### src/pcs_pkg.sv
// Shared constants, types and helpers of the program-counter and stack sequencer
package pcs_pkg;

	// ==========================================================
	// Widths and register numbers
	localparam int          ADDR_W      = 20;
	localparam int          DATA_W      = 16;
	localparam int          NUM_REGS    = 16;
	localparam int          NUM_GP      = 12;
	localparam logic [3:0]  REG_PC      = 4'h0;
	localparam logic [3:0]  REG_SP      = 4'h1;
	localparam logic [3:0]  REG_SR      = 4'h2;
	localparam logic [3:0]  REG_CG      = 4'h3;
	localparam logic [3:0]  REG_GP_BASE = 4'h4;

	// ==========================================================
	// Reset values, masks and address constants
	localparam logic [19:0] PC_RESET    = 20'h00000;
	localparam logic [19:0] SP_RESET    = 20'h00000;
	localparam logic [15:0] SR_RESET    = 16'h0000;
	localparam logic [15:0] SR_LIVE     = 16'h0FFF;
	localparam int          SR_PCHI_LSB = 12;
	localparam logic [19:0] LOW_REGION  = 20'h0FFFF;
	localparam logic [19:0] EVEN_MASK   = 20'hFFFFE;
	localparam logic [19:0] WORD_BYTES  = 20'h00002;
	localparam logic [19:0] AWORD_BYTES = 20'h00004;
	localparam logic [19:0] VEC_TOP     = 20'h0FFFE;

	// ==========================================================
	// Commands and bus payloads
	typedef enum logic [3:0] {
		OP_STEP, OP_REG_WR, OP_JUMP_NEAR, OP_JUMP_FAR,
		OP_SUB_ENTRY_NEAR, OP_SUB_ENTRY_FAR, OP_SUB_EXIT_NEAR,
		OP_SUB_EXIT_FAR, OP_IRQ, OP_INTERRUPT_EXIT
	} pcs_op_e;

	typedef struct packed {
		pcs_op_e     op;
		logic [1:0]  lenCode;   // Bytes = 2 * (lenCode + 1)
		logic        wide;      // 1: 20-bit operand, 0: word operand
		logic [3:0]  dst;
		logic [19:0] data;      // Target address or register value
		logic [4:0]  vec;
	} pcs_cmd_s;

	typedef struct packed {
		logic [19:0] addr;
		logic [15:0] wdata;
		logic        write;
	} pcs_mem_s;

	// ==========================================================
	// Helpers
	function automatic logic [19:0] pcsAlign(input logic [19:0] a);
		return a & EVEN_MASK;
	endfunction

	function automatic pcs_mem_s pcsReq(input logic [19:0] a, input logic [15:0] d,
		input logic w);
		pcs_mem_s r;
		r.addr  = pcsAlign(a);
		r.wdata = d;
		r.write = w;
		return r;
	endfunction

	function automatic logic [19:0] pcsVecAddr(input logic [4:0] v);
		return 20'(VEC_TOP - {14'h0000, v, 1'b0});
	endfunction

endpackage

### src/pcs_core_seq.sv
// Program counter, stack pointer and status sequencing with stack traffic
`timescale 1ns/100ps
// Function
// - Sixteen registers; 0 to 3 dedicated, 4 to 15 general working registers.
// - Program counter is 20 bits and holds the next instruction address.
// - Program counter advances by instruction length of 2, 4, 6 or 8 bytes.
// - Fetches are word aligned; program counter bit 0 stays zero.
// - Any register write may target the program counter, acting as a branch.
// - Near jump and near subroutine entry clear the upper four counter bits.
// - Far jump and far subroutine entry load all 20 counter bits.
// - Direct counter writes follow operand size; word writes clear upper bits.
// - Near subroutine entry pushes only return address bits 15 to 0.
// - Far subroutine exit reloads 20 counter bits, stack pointer plus four.
// - Near subroutine exit reloads bits 15 to 0, stack pointer plus two.
// - Interrupt entry pushes program counter and status register.
// - Stacked status word carries counter bits 19 to 16 in its top nibble.
// - Interrupt exit restores status and the complete 20-bit counter.
// - Vectors sit at descending addresses from 0FFFEh, no polling.
// - Each vector is a 16-bit handler address in the lowest 64 KB.
// - Linear 1-MB range on 20-bit address and 16-bit data bus.
// - Stack pointer predecrements on push, postincrements on pop, stays even.
// - Status register is 16 bits; register writes reach it only with word operands.
module pcs_core_seq
	import pcs_pkg::*;
(
	input  wire logic        ref_clk,
	input  wire logic        resetn,
	input  wire logic        cmdValid,
	input  wire pcs_cmd_s    cmd,
	output logic             cmdReady,
	output logic             memValid,
	output pcs_mem_s         memReq,
	input  wire logic        memAck,
	input  wire logic [15:0] memRdata,
	input  wire logic [3:0]  regRdIdx,
	output logic      [19:0] regRdData,
	output logic      [19:0] pcOut,
	output logic      [15:0] srOut,
	output logic      [19:0] spOut
);

	// ==========================================================
	// State
	typedef enum logic {ST_IDLE, ST_ACCESS} pcs_state_e;

	pcs_state_e  state_r, state_nxt;
	pcs_op_e     op_r, op_nxt;
	logic [1:0]  stage_r, stage_nxt;
	logic [19:0] pc_r, pc_nxt;
	logic [19:0] sp_r, sp_nxt;
	logic [15:0] sr_r, sr_nxt;
	logic [19:0] tgt_r, tgt_nxt;
	logic [15:0] tmp_r, tmp_nxt;
	pcs_mem_s    mem_r, mem_nxt;
	logic        memValid_r, memValid_nxt;
	logic [19:0] special_r;
	logic        rdGp_r;

	// ==========================================================
	// Derived values
	logic        cmdTake;
	logic [19:0] retAddr;
	logic [19:0] spDec;
	logic [19:0] spInc2;
	logic [19:0] spInc4;
	logic [19:0] nearTgt;
	logic [19:0] farTgt;
	logic [19:0] sizedData;
	logic [19:0] vecData;
	logic [15:0] stackedSr;
	logic [19:0] gpRdData;
	logic        gpWe;
	logic [19:0] gpWdata;

	assign cmdTake   = cmdValid && state_r == ST_IDLE;
	assign spDec     = pcsAlign(20'(sp_r - WORD_BYTES));
	assign spInc2    = pcsAlign(20'(sp_r + WORD_BYTES));
	assign spInc4    = pcsAlign(20'(sp_r + AWORD_BYTES));
	assign nearTgt   = pcsAlign(cmd.data & LOW_REGION);
	assign farTgt    = pcsAlign(cmd.data);
	// Word operands drop the upper nibble on any register destination
	assign sizedData = cmd.wide ? cmd.data : (cmd.data & LOW_REGION);
	// Handler addresses are only 16 bits wide
	assign vecData   = pcsAlign({4'h0, memRdata});
	// Counter bits 19:16 ride in the reserved top nibble of the status word
	assign stackedSr = {pc_r[19:16], sr_r[SR_PCHI_LSB-1:0]};

	// Return address is the instruction after the entry instruction
	pcs_pc_step u_step (
		.pc      (pc_r),
		.lenCode (cmd.lenCode),
		.pcNext  (retAddr)
	);

	pcs_gp_regs u_gp (
		.ref_clk (ref_clk),
		.resetn  (resetn),
		.wrEn    (gpWe),
		.wrIdx   (cmd.dst),
		.wrData  (gpWdata),
		.rdIdx   (regRdIdx),
		.rdData  (gpRdData)
	);

	// ==========================================================
	// Next-state logic for command acceptance and stack accesses
	// Stack layout, lowest address on top of stack:
	//   near entry      one word, return address bits 15:0
	//   far entry       high word at SP-2, low word at SP-4
	//   interrupt       counter bits 15:0 at SP-2, status word at SP-4
	//   status word     counter bits 19:16 in the top nibble
	// Pops read the top word first and walk upward, so the far and
	// interrupt exits see the low word or status word before the rest.
	// Only one access is outstanding; stage_r counts finished accesses.
	// The counter changes only when the last access of a sequence is acked,
	// so a stalled sequence never leaves a half-loaded counter.
	always_comb begin
		state_nxt    = state_r;
		op_nxt       = op_r;
		stage_nxt    = stage_r;
		pc_nxt       = pc_r;
		sp_nxt       = sp_r;
		sr_nxt       = sr_r;
		tgt_nxt      = tgt_r;
		tmp_nxt      = tmp_r;
		mem_nxt      = mem_r;
		memValid_nxt = memValid_r;
		gpWe         = 1'b0;
		gpWdata      = sizedData;
		case (state_r)
			ST_IDLE: begin
				// Take a command only while no stack access is pending
				if (cmdTake) begin
					op_nxt    = cmd.op;
					stage_nxt = 2'h0;
					case (cmd.op)
						// Plain sequential advance past the current instruction
						OP_STEP: begin
							pc_nxt = retAddr;
						end
						// Register write; the counter acts as a branch target
						OP_REG_WR: begin
							case (cmd.dst)
								REG_PC: pc_nxt = pcsAlign(sizedData);
								REG_SP: sp_nxt = pcsAlign(sizedData);
								REG_SR: begin
									// Address-word writes to status are dropped
									if (!cmd.wide) begin
										sr_nxt = cmd.data[15:0] & SR_LIVE;
									end
								end
								REG_CG: begin
									// Constant source only, writes ignored
								end
								default: gpWe = 1'b1;
							endcase
						end
						// Near jump stays in the lowest 64 KB
						OP_JUMP_NEAR: begin
							pc_nxt = nearTgt;
						end
						// Far jump reaches the whole 1-MB range
						OP_JUMP_FAR: begin
							pc_nxt = farTgt;
						end
						// One push, the jump waits for its ack
						OP_SUB_ENTRY_NEAR: begin
							sp_nxt       = spDec;
							tgt_nxt      = nearTgt;
							mem_nxt      = pcsReq(spDec, retAddr[15:0], 1'b1);
							memValid_nxt = 1'b1;
							state_nxt    = ST_ACCESS;
						end
						OP_SUB_ENTRY_FAR: begin
							// High word first so the low word ends on top
							sp_nxt       = spDec;
							tgt_nxt      = farTgt;
							tmp_nxt      = retAddr[15:0];
							mem_nxt      = pcsReq(spDec, {12'h000, retAddr[19:16]}, 1'b1);
							memValid_nxt = 1'b1;
							state_nxt    = ST_ACCESS;
						end
						// Every pop starts with the top-of-stack word
						OP_SUB_EXIT_NEAR, OP_SUB_EXIT_FAR, OP_INTERRUPT_EXIT: begin
							mem_nxt      = pcsReq(sp_r, 16'h0000, 1'b0);
							memValid_nxt = 1'b1;
							state_nxt    = ST_ACCESS;
						end
						OP_IRQ: begin
							// Current counter is already the resume address
							sp_nxt       = spDec;
							tmp_nxt      = stackedSr;
							tgt_nxt      = pcsVecAddr(cmd.vec);
							mem_nxt      = pcsReq(spDec, pc_r[15:0], 1'b1);
							memValid_nxt = 1'b1;
							state_nxt    = ST_ACCESS;
						end
						default: begin
							// Unknown command codes are consumed with no effect
						end
					endcase
				end
			end
			ST_ACCESS: begin
				// Nothing moves until the memory acknowledges
				if (memAck) begin
					memValid_nxt = 1'b0;
					stage_nxt    = 2'(stage_r + 2'h1);
					state_nxt    = ST_IDLE;
					case (op_r)
						// Jump only after the return address is stored
						OP_SUB_ENTRY_NEAR: begin
							pc_nxt = tgt_r;
						end
						// Second push of the low word, then the jump
						OP_SUB_ENTRY_FAR: begin
							if (stage_r == 2'h0) begin
								sp_nxt       = spDec;
								mem_nxt      = pcsReq(spDec, tmp_r, 1'b1);
								memValid_nxt = 1'b1;
								state_nxt    = ST_ACCESS;
							end else begin
								pc_nxt = tgt_r;
							end
						end
						// Single pop; the top nibble of the counter is cleared
						OP_SUB_EXIT_NEAR: begin
							pc_nxt = vecData;
							sp_nxt = spInc2;
						end
						// Low word first, then the high word with bits 19:16
						OP_SUB_EXIT_FAR: begin
							if (stage_r == 2'h0) begin
								tmp_nxt      = memRdata;
								mem_nxt      = pcsReq(spInc2, 16'h0000, 1'b0);
								memValid_nxt = 1'b1;
								state_nxt    = ST_ACCESS;
							end else begin
								pc_nxt = pcsAlign({memRdata[3:0], tmp_r});
								sp_nxt = spInc4;
							end
						end
						// Two pushes, then the vector fetch
						OP_IRQ: begin
							if (stage_r == 2'h0) begin
								sp_nxt       = spDec;
								mem_nxt      = pcsReq(spDec, tmp_r, 1'b1);
								memValid_nxt = 1'b1;
								state_nxt    = ST_ACCESS;
							end else if (stage_r == 2'h1) begin
								mem_nxt      = pcsReq(tgt_r, 16'h0000, 1'b0);
								memValid_nxt = 1'b1;
								state_nxt    = ST_ACCESS;
							end else begin
								pc_nxt = vecData;
							end
						end
						// Status word first, then counter bits 15:0
						OP_INTERRUPT_EXIT: begin
							if (stage_r == 2'h0) begin
								sr_nxt       = memRdata & SR_LIVE;
								tmp_nxt      = {12'h000, memRdata[15:12]};
								mem_nxt      = pcsReq(spInc2, 16'h0000, 1'b0);
								memValid_nxt = 1'b1;
								state_nxt    = ST_ACCESS;
							end else begin
								pc_nxt = pcsAlign({tmp_r[3:0], memRdata});
								sp_nxt = spInc4;
							end
						end
						default: begin
							// Nothing pending for other commands
						end
					endcase
				end
			end
			// Illegal state falls back to idle with the bus released
			default: begin
				state_nxt    = ST_IDLE;
				memValid_nxt = 1'b0;
			end
		endcase
	end

	// ==========================================================
	// Sequencer registers
	always_ff @(posedge ref_clk or negedge resetn) begin
		if (!resetn) begin
			state_r    <= ST_IDLE;
			op_r       <= OP_STEP;
			stage_r    <= 2'h0;
			pc_r       <= PC_RESET;
			sp_r       <= SP_RESET;
			sr_r       <= SR_RESET;
			tgt_r      <= 20'h00000;
			tmp_r      <= 16'h0000;
			mem_r      <= '0;
			memValid_r <= 1'b0;
		end else begin
			state_r    <= state_nxt;
			op_r       <= op_nxt;
			stage_r    <= stage_nxt;
			pc_r       <= pc_nxt;
			sp_r       <= sp_nxt;
			sr_r       <= sr_nxt;
			tgt_r      <= tgt_nxt;
			tmp_r      <= tmp_nxt;
			mem_r      <= mem_nxt;
			memValid_r <= memValid_nxt;
		end
	end

	// ==========================================================
	// Register read port, dedicated registers held in a flop
	always_ff @(posedge ref_clk or negedge resetn) begin
		if (!resetn) begin
			special_r <= 20'h00000;
			rdGp_r    <= 1'b0;
		end else begin
			// Working registers answer from their own registered port
			rdGp_r <= regRdIdx >= REG_GP_BASE;
			case (regRdIdx)
				REG_PC:  special_r <= pc_r;
				REG_SP:  special_r <= sp_r;
				REG_SR:  special_r <= {4'h0, sr_r};
				default: special_r <= 20'h00000;
			endcase
		end
	end

	// ==========================================================
	// Outputs; one access at a time keeps the bus protocol trivial
	assign cmdReady  = state_r == ST_IDLE;
	assign memValid  = memValid_r;
	assign memReq    = mem_r;
	assign regRdData = rdGp_r ? gpRdData : special_r;
	assign pcOut     = pc_r;
	assign srOut     = sr_r;
	assign spOut     = sp_r;

endmodule

### src/pcs_gp_regs.sv
// Working register storage for registers 4 to 15, registered read port
`timescale 1ns/100ps
module pcs_gp_regs
	import pcs_pkg::*;
(
	input  wire logic        ref_clk,
	input  wire logic        resetn,
	input  wire logic        wrEn,
	input  wire logic [3:0]  wrIdx,
	input  wire logic [19:0] wrData,
	input  wire logic [3:0]  rdIdx,
	output logic      [19:0] rdData
);

	// ==========================================================
	// Storage
	logic [19:0] mem [NUM_GP];
	logic [3:0]  wrOff;
	logic [3:0]  rdOff;

	// Register number minus the four dedicated ones
	assign wrOff = 4'(wrIdx - REG_GP_BASE);
	assign rdOff = 4'(rdIdx - REG_GP_BASE);

	// Array has no reset to stay a plain memory
	always_ff @(posedge ref_clk) begin
		if (wrEn && wrIdx >= REG_GP_BASE) begin
			mem[wrOff] <= wrData;
		end
	end

	// Read data leaves from a register
	always_ff @(posedge ref_clk or negedge resetn) begin
		if (!resetn) begin
			rdData <= 20'h00000;
		end else if (rdIdx >= REG_GP_BASE) begin
			rdData <= mem[rdOff];
		end
	end

endmodule

### src/pcs_pc_step.sv
// Sequential program counter advance by instruction length
`timescale 1ns/100ps
module pcs_pc_step
	import pcs_pkg::*;
(
	input  wire logic [19:0] pc,
	input  wire logic [1:0]  lenCode,
	output logic      [19:0] pcNext
);

	// ==========================================================
	// Length in bytes: 2, 4, 6 or 8
	logic [19:0] lenBytes;

	assign lenBytes = 20'({17'h00000, lenCode, 1'b0} + WORD_BYTES);
	// Wraps inside the 1-MB range, keeps word alignment
	assign pcNext   = pcsAlign(20'(pc + lenBytes));

endmodule

### config.mk
export PLATFORM = sky130hd
export DESIGN_NAME = pcs_core_seq
export DESIGN_NICKNAME = d
export VERILOG_FILES = /design/src/pcs_pkg.sv /design/src/pcs_core_seq.sv /design/src/pcs_gp_regs.sv /design/src/pcs_pc_step.sv
export SDC_FILE = /design/constraint.sdc
export NUM_CORES = 1
export LEC_CHECK = 0
export BUFFER_PORTS_ARGS = -buffer_cell sky130_fd_sc_hd__buf_2
export CORE_UTILIZATION = 38
export CTS_CLUSTER_DIAMETER = 120
export DETAILED_ROUTE_END_ITERATION = 7
export PLACE_DENSITY_LB_ADDON = 0.05
export SLEW_MARGIN = 20
export SYNTH_ARGS = -nofsm -noshare
export SYNTH_HDL_FRONTEND = slang
export SYNTH_HIERARCHICAL = 1
export SYNTH_SLANG_ARGS = --single-unit
### constraint.sdc
create_clock -name ref_clk -period 3.7 [get_ports ref_clk]
set_input_delay 0.555 -clock ref_clk [delete_from_list [all_inputs] [get_ports ref_clk]]
set_output_delay 0.555 -clock ref_clk [all_outputs]
set_load 0.1 [all_outputs]
==> qor.yml, run 1 <==
outcome:
  outcome: "completed"
synthesis:
  synth-xor-area-share_pct: 2.17
  muxShareOfSynthArea_pct: 10.4
  synth_top_cell_area_share_pct: 34.4
  yosysTopAreaCell: "edfxtp_1"
  syn-instance-count: 1851
  synthMostInstantiatedCell: "edfxtp_1"
  synth_compound_area_share_pct: 16.2
  synth_area_per_cell_sq_um: 11.3
  synthTopCellsByArea: "edfxtp_1 (34%), dfrtp_1 (20%), mux2i_1 (5.9%), nand2_1 (3.3%), a22oi_1 (2.5%)"
  post_synth_fa_ha_maj_area_fraction_pct: 0.812
  mappedNetlistArea_sq_um: 21000
  combinational_family_with_the_most_area_after_synthesis: "compound AO/OA/AOI/OAI gates"
  yosysWarningCount: 6
  seq_area_frac_synth_pct: 54.8
  asyncSetResetFlopFracSynth_pct: 41.6
  count_of_flip_flops_with_a_built_in_enable_after_synthesis: 240
  simple_logic_cell_fraction_of_the_synthesized_area_pct: 11.4
  ys.flop_type: "edfxtp_1"
  leading_cell_types_by_count_after_synthesis: "edfxtp_1 (240), nand2_1 (182), dfrtp_1 (171)"
  synth_cell_types: 88
  ys_ff_latch: 411
routing:
  vias_per_cell: 6.05
  route.antenna.remaining_nets: 0
  wl_per_cell_microns: 28.9
  drc_violation_count_after_routing: 0
  drt_pass1_iterations: 6
  route.vias.total: 16622
  detailed_router_s_first_iteration_violation_count: 2141
  routed_wirelength_mm: 79.3
setup_path:
  critical_path.endpoint_type: "register"
  regToRegStartpoint: "spOut[2]$_DFFE_PN0P_"
  criticalPathCategory: "reg2reg"
  crit_required_ps: 4190
  timing.reg2reg.worst_path_depth: 8
  arrival_ps: 3630
  r2r_end: "memReq[36]$_DFFE_PN0P_"
  critPathLaunchType: "register"
  setup.reg_to_reg.worst_slack_ps: 560
  maximum_fanout_along_the_worst_path: 10
clocking:
  clkSinkCount: 411
  number_of_buffers_added_by_the_clock_tree_synthesis_step: 47
  cts_tree: "yes"
  clock_latency_of_the_later_clocked_register_in_the_worst_skew_pair_ps: 610
  cts_setup_buffers: 0
  cts-root-to-sink-buffers: 3
  cts.reportedPaths.clkPinSlew_ps: 60
  htree_num_levels: 2
  clk_root_buffer_cell: "clkbuf_16"
  cts_resized: 0
  cts_hold_buf: 0
timing:
  report.final.setup_viol: 0
  max-slew-margin-rel_pct: 24.9
  fin_tns_setup_ps: 0
  final.setup.worst_slack_ps: 558
  max_slew.worst_pin.slew_ps: 1120
  final.min_clock_period_ps: 3140
  hold_viol_final: 0
  slew_violations: 0
  fmax_mhz: 318
  timing.final.crit_share_pct: 84.9
  fin_skew_ps: 19.2
  grt_setup_unrepaired: "no"
global_routing:
  first_pass_grt_wire_length_mm: 115
  initial_antenna_violation_count: 4
  grt_use_total_pct: 28.2
  grt-ovfl-total: 0
  grt_start_max_net_pins: 87
  first_global_vias: 15998
power:
  vdd_ir_drop_max_v: 0.000593
  powerDensity_nw_per_um2: 811
  total_leakage_power_nw: 9.63
placement:
  place.port_buffers: 168
  place_congestion: 0.923
  dpl.cell_count: 2661
  place_worst_setup_slack_ps: 658
  detailed_place_hpwl_mm: 54.9
die:
  placement_rows: 85
  pin_count: 175
  fp.coreArea_sq_um: 54100
  floorplan.initialDensity_pct: 38.7
  die-area_sq_um: 56100
  x_dimension_of_the_die_microns: 237
  die_height_microns: 237
finish:
  final_cell_count_no_fill: 2747
  multiInputGateArea_sq_um: 8700
  final_nets: 2087
  final_layout_size_suffix_gt1_share_pct: 20.6
  fillerInstances: 5071
  area_delta_synth_final_pct: 16.6
  seqCellArea_sq_um: 11500
min_path:
  worstHoldPathType: "in2async"
job:
  max_cap_violations: 0
[power by group]
part           total [mW]  switching (mW)  internal, mW
Clock                4.88            1.98          2.90
Sequential           6.52            1.03          5.49
Combinational        8.41            6.44          1.97
Total                19.8            9.45          10.4
[placed cells by master, fill, tap and decap left out, types with 17 or more instances in the layout]
master,instances
nand2_1,182
nand3_1,28
buf_4,84
nor3_1,32
buf_2,166
xnor2_1,32
o22ai_1,19
nor2b_1,25
a22oi_1,70
dfrtp_1,170
xor2_1,20
o21ai_0,94
a21oi_1,89
nor2_1,108
a221oi_1,19
inv_1,49
clkbuf_16,49
a22o_1,17
mux2_2,42
edfxtp_1,240
a311oi_1,25
mux2i_1,123
[metal layers]
| metal | vias to the layer above | routed length (microns) | GRT usage, % | part of all wire (%) |
|---|---|---|---|---|
| met2 | 787 | 35000 | 42.1 | 44 |
| met5 | - | 25 | 0 | 0.032 |
| met3 | 139 | 6500 | 5.61 | 8.2 |
| met1 | 8376 | 34900 | 40.5 | 44 |
| met4 | 4 | 2860 | 10.1 | 3.6 |
| li1 | 7316 | - | - | - |
[how the worst max path moves through the flow]
stage	start	endpoint	slack (ps)	depth (start not counted)
2_1_floorplan	cmd[34]	u_gp/mem[0][0]$_DFFE_PP_	210	5
3_3_place_gp	spOut[2]$_DFFE_PN0P_	memReq[36]$_DFFE_PN0P_	750	8
3_5_place_dp	spOut[2]$_DFFE_PN0P_	memReq[36]$_DFFE_PN0P_	660	8
4_1_cts	spOut[2]$_DFFE_PN0P_	memReq[36]$_DFFE_PN0P_	640	8
5_1_grt	spOut[2]$_DFFE_PN0P_	memReq[34]$_DFFE_PN0P_	450	8
6_report	spOut[2]$_DFFE_PN0P_	memReq[36]$_DFFE_PN0P_	560	8
[logic make-up (layout without fill, tap and decap cells)]
kind of cell / Yosys count / after routing
AO/OA/AOI/OAI: 492 / 492
flip-flops: 411 / 411
adder cells (fa/ha/maj): 13 / 13
buffers and inverters: 197 / 391
other: 2 / 8
multiplexers: 185 / 185
AND/OR/NAND/NOR: 499 / 499
XOR/XNOR: 52 / 52
[flip-flops by register name (all words and copies together), names as in the netlist]
signal / flops
memReq: 36
memValid: 1
op_r: 4
pcOut: 20
rdGp_r: 1
spOut: 19
special_r: 20
srOut: 12
stage_r: 2
state_r: 1
tgt_r: 19
tmp_r: 16
u_gp/mem: 240
u_gp/rdData: 20
[through the flow]
stage	cell area [sq um]	total power [mW]	util, %	hold WS, ps
3_3_place_gp	22800	14.9	42.1	459
6_report	24400	19.8	45.1	20.3
4_1_cts	24400	19.8	45.1	40.1
3_5_place_dp	22800	14.9	42.1	467
5_1_grt	24400	20.5	45.1	78.0
2_1_floorplan	21000	12.5	-	259
[cell type report]
type | instances | share of cell area [%]
flip-flops and latches | 411 | 47.0
well taps | 696 | 3.57
clock inverters | 20 | 1.07
multi-input cells | 1248 | 35.6
clock buffers | 65 | 5.51
repair buffers | 256 | 6.41
diodes | 1 | 0.0102
inverters | 50 | 0.768
[critical path: stages (launching register included)]
cell and delay [ps]:
dfrtp_1 480, inv_1 170, ha_1 290, or3b_1 520, or3_1 540, or4_4 500
xor2_1 170, o2111ai_1 120, o221a_1 240
Power figures use the tool's default switching activity.
==> run 2, diff against run 1 <==
clock period = 2.83 ns   (was 3.7 ns; I/O delays follow)
==> qor.yml, run 2 (synthesized netlist as in run 1, its figures left out) <==
routing:
  routed_wirelength_mm: 81.2  # +2.4%
  met2_wirelength_mm: 36.6  # +4.5%
  m1WireLength_mm: 36.8  # +5.2%
  route.antenna.remaining_nets: 0  # unchanged
  drt_pass1_iterations: 6  # unchanged
  wl_per_cell_microns: 28.6  # -0.90%
  route.vias.total: 17109  # +2.9%
  vias_per_cell: 6.03  # -0.41%
  route.met3.wl_mm: 5.80  # -11%
  drc_violation_count_after_routing: 0  # unchanged
  detailed_router_s_first_iteration_violation_count: 1739  # -19%
  highest_signal_layer: "met5"
global_routing:
  grt-ovfl-total: 0  # unchanged
  grt_use_total_pct: 28.9  # +0.73 points
  first_global_vias: 16473  # +3.0%
  grt_start_max_net_pins: 60  # -31%
  first_pass_grt_wire_length_mm: 118  # +2.8%
  initial_antenna_violation_count: 5  # +1
placement:
  place_congestion: 0.924  # +0.16%
  dpl.cell_count: 2749  # +3.3%
  place_worst_setup_slack_ps: 120  # -538 ps
  place.port_buffers: 168  # unchanged
  post_dp_cell_area_sq_um: 23700  # +3.9%
  detailed_place_hpwl_mm: 56.5  # +2.9%
timing:
  fin_tns_setup_ps: 0  # unchanged
  fin_skew_ps: 19.9  # +0.744 ps
  final.min_clock_period_ps: 2760  # -380 ps
  slew_violations: 0  # unchanged
  report.final.setup_viol: 0  # unchanged
  timing.final.crit_share_pct: 97.6  # +13 points
  grt_setup_unrepaired: "no"
  max_slew.worst_pin.slew_ps: 1020  # -98.7 ps
  fmax_mhz: 362  # +14%
  hold_viol_final: 0  # unchanged
  finalHoldWorstSlack_ps: 129  # +109 ps
  max-slew-margin-rel_pct: 32.0  # +7.2 points
  final.setup.worst_slack_ps: 67.8  # -490 ps
min_path:
  worstHoldPathType: "in2reg"
  hold_path.startpoint: "cmd[22]"
setup_path:
  cp.buffers_inverters: 0  # -1
  crit_start: "pcOut[2]$_DFFE_PN0P_"
  regToRegStartpoint: "pcOut[2]$_DFFE_PN0P_"
  critPathLaunchType: "register"
  critPathMaxStageDelay_ps: 480  # -60 ps
  critical_path.endpoint_type: "register"
  criticalPathCategory: "reg2reg"
  crit_path_cell_chain: "ha_1, ha_1, fa_1, and4_4, nand4_2, nor2_1, xor2_1, a222oi_1, o211ai_1, o21a_1"
  arrival_ps: 3250  # -380 ps
  maximum_fanout_along_the_worst_path: 4  # -6
  worst_path_max_delay_cell: "dfrtp_4"
  crit_required_ps: 3320  # -870 ps
  worst_path_most_repeated_cell: "ha_1"
  worst_path_dominant_cell_family: "adder cells"
finish:
  final_cell_count_no_fill: 2839  # +3.3%
  final_core_utilization_pct: 46.6  # +1.5 points
  fillerInstances: 4960  # -2.2%
  largest_register_ffs: 240  # unchanged
  layout_common_cells: "edfxtp_1 (240), nand2_1 (182), buf_2 (166)"
  final_nets: 2176  # +4.3%
  total_non_filler_cell_area_in_the_finished_layout_sq_um: 25200  # +3.3%
  largest-register: "u_gp/mem"
  layout_commonest_cell: "edfxtp_1"
  final_layout_size_suffix_gt1_share_pct: 24.5  # +3.9 points
  area_delta_synth_final_pct: 20.4
power:
  total_leakage_power_nw: 10.1  # +4.6%
  powerDensity_nw_per_um2: 1030  # +27%
  fraction_of_power_spent_switching_nets_pct: 48.0  # +0.32 points
  internal_power_mw: 13.5  # +31%
  power_frac_clock_pct: 22.9  # -1.7 points
  net-switching-power_mw: 12.5  # +32%
  vdd_ir_drop_max_v: 0.000763  # +29%
  totalPowerFinal_mw: 26.1  # +32%
  seq_power_share_pct: 31.6  # -1.3 points
  pwr-share-comb_pct: 45.5  # +3.0 points
clocking:
  clk_root_buffer_cell: "clkbuf_16"
  cts.reportedPaths.clkPinSlew_ps: 60  # about the same
  htree_num_levels: 2  # unchanged
  clock_latency_of_the_later_clocked_register_in_the_worst_skew_pair_ps: 600  # about the same
  cts_tree: "yes"
  cts-root-to-sink-buffers: 3  # unchanged
  cts_setup_buffers: 0  # unchanged
  number_of_buffers_added_by_the_clock_tree_synthesis_step: 47  # unchanged
  clkSinkCount: 411  # unchanged
die:
  floorplan.initialDensity_pct: 38.7  # unchanged
  fp.coreArea_sq_um: 54100  # unchanged
  pin_count: 175  # unchanged
  placement_rows: 85  # unchanged
  die_height_microns: 237  # unchanged
  die-area_sq_um: 56100  # unchanged
  x_dimension_of_the_die_microns: 237  # unchanged
job:
  max_cap_violations: 0  # unchanged
outcome:
  outcome: "completed"
==> run 2: cell count changes in the layout (fill, tap and decap cells not counted), sizes merged <==
cell / previous run / this run
dlygate4sd3: 0 / 1
clkinv: 13 / 26
bufinv: 5 / 2
clkbuf: 66 / 58
buf: 255 / 343
clkinvlp: 1 / 2
==> run 2: timing repair <==
item	in CTS	in global routing
hold buffers	1	0
endpoints found under the setup margin	0	2
hold endpoints to repair	41	0
gates resized for setup	0	1
==> run 2: final cells by class <==
cell class	count	area, sq um	share of cell area (%)
Tap cell	696	871	3.45
Timing Repair Buffer	345	2410	9.56
Antenna cell	1	2.50	0.00992
Clock buffer	57	1260	5.01
Multi-Input combinational cell	1248	8750	34.7
Inverter	50	190	0.754
Clock inverter	31	238	0.942
Sequential cell	411	11500	45.6
==> run 2: power by group through the flow <==
stage / Clock, mW / Sequential [mW] / Combinational, mW
finish: 5.97 / 8.24 / 11.8
global route: 6.33 / 8.30 / 12.4
CTS: 6.10 / 8.21 / 11.7
detailed placement: 0 / 8.32 / 11.7
global placement: 0 / 8.29 / 11.7
floorplan: 0 / 11.9 / 4.44
==> run 2: worst paths after layout <==
| kind | to | slack (ps) | cells after the start |
|---|---|---|---|
| setup / recovery | memReq[3]$_DFFE_PN0P_ | 70 | 10 |
| hold / removal | tgt_r[17]$_DFFE_PN0P_ | 130 | 3 |
| setup reg to reg | memReq[3]$_DFFE_PN0P_ | 70 | 10 |
| hold reg to reg | memReq[9]$_DFFE_PN0P_ | 470 | 2 |
| max in group asynchronous | spOut[5]$_DFFE_PN0P_ | 1730 | 3 |
| min in group asynchronous | special_r[6]$_DFF_PN0_ | 350 | 2 |
==> run 2: worst register-to-register path, stage by stage (launching register included) <==
cell      delay (ps)
dfrtp_4          480
ha_1             300
ha_1             240
fa_1             440
and4_4           230
nand4_2          130
nor2_1            80
xor2_1           160
a222oi_1         360
o211ai_1         130
o21a_1           120
==> run 2: per-layer routing <==
layer,track usage [%],up-vias
li1,-,7514
met1,41.8,8726
met2,44.8,739
met3,4.70,126
met4,7.85,4
met5,0,-
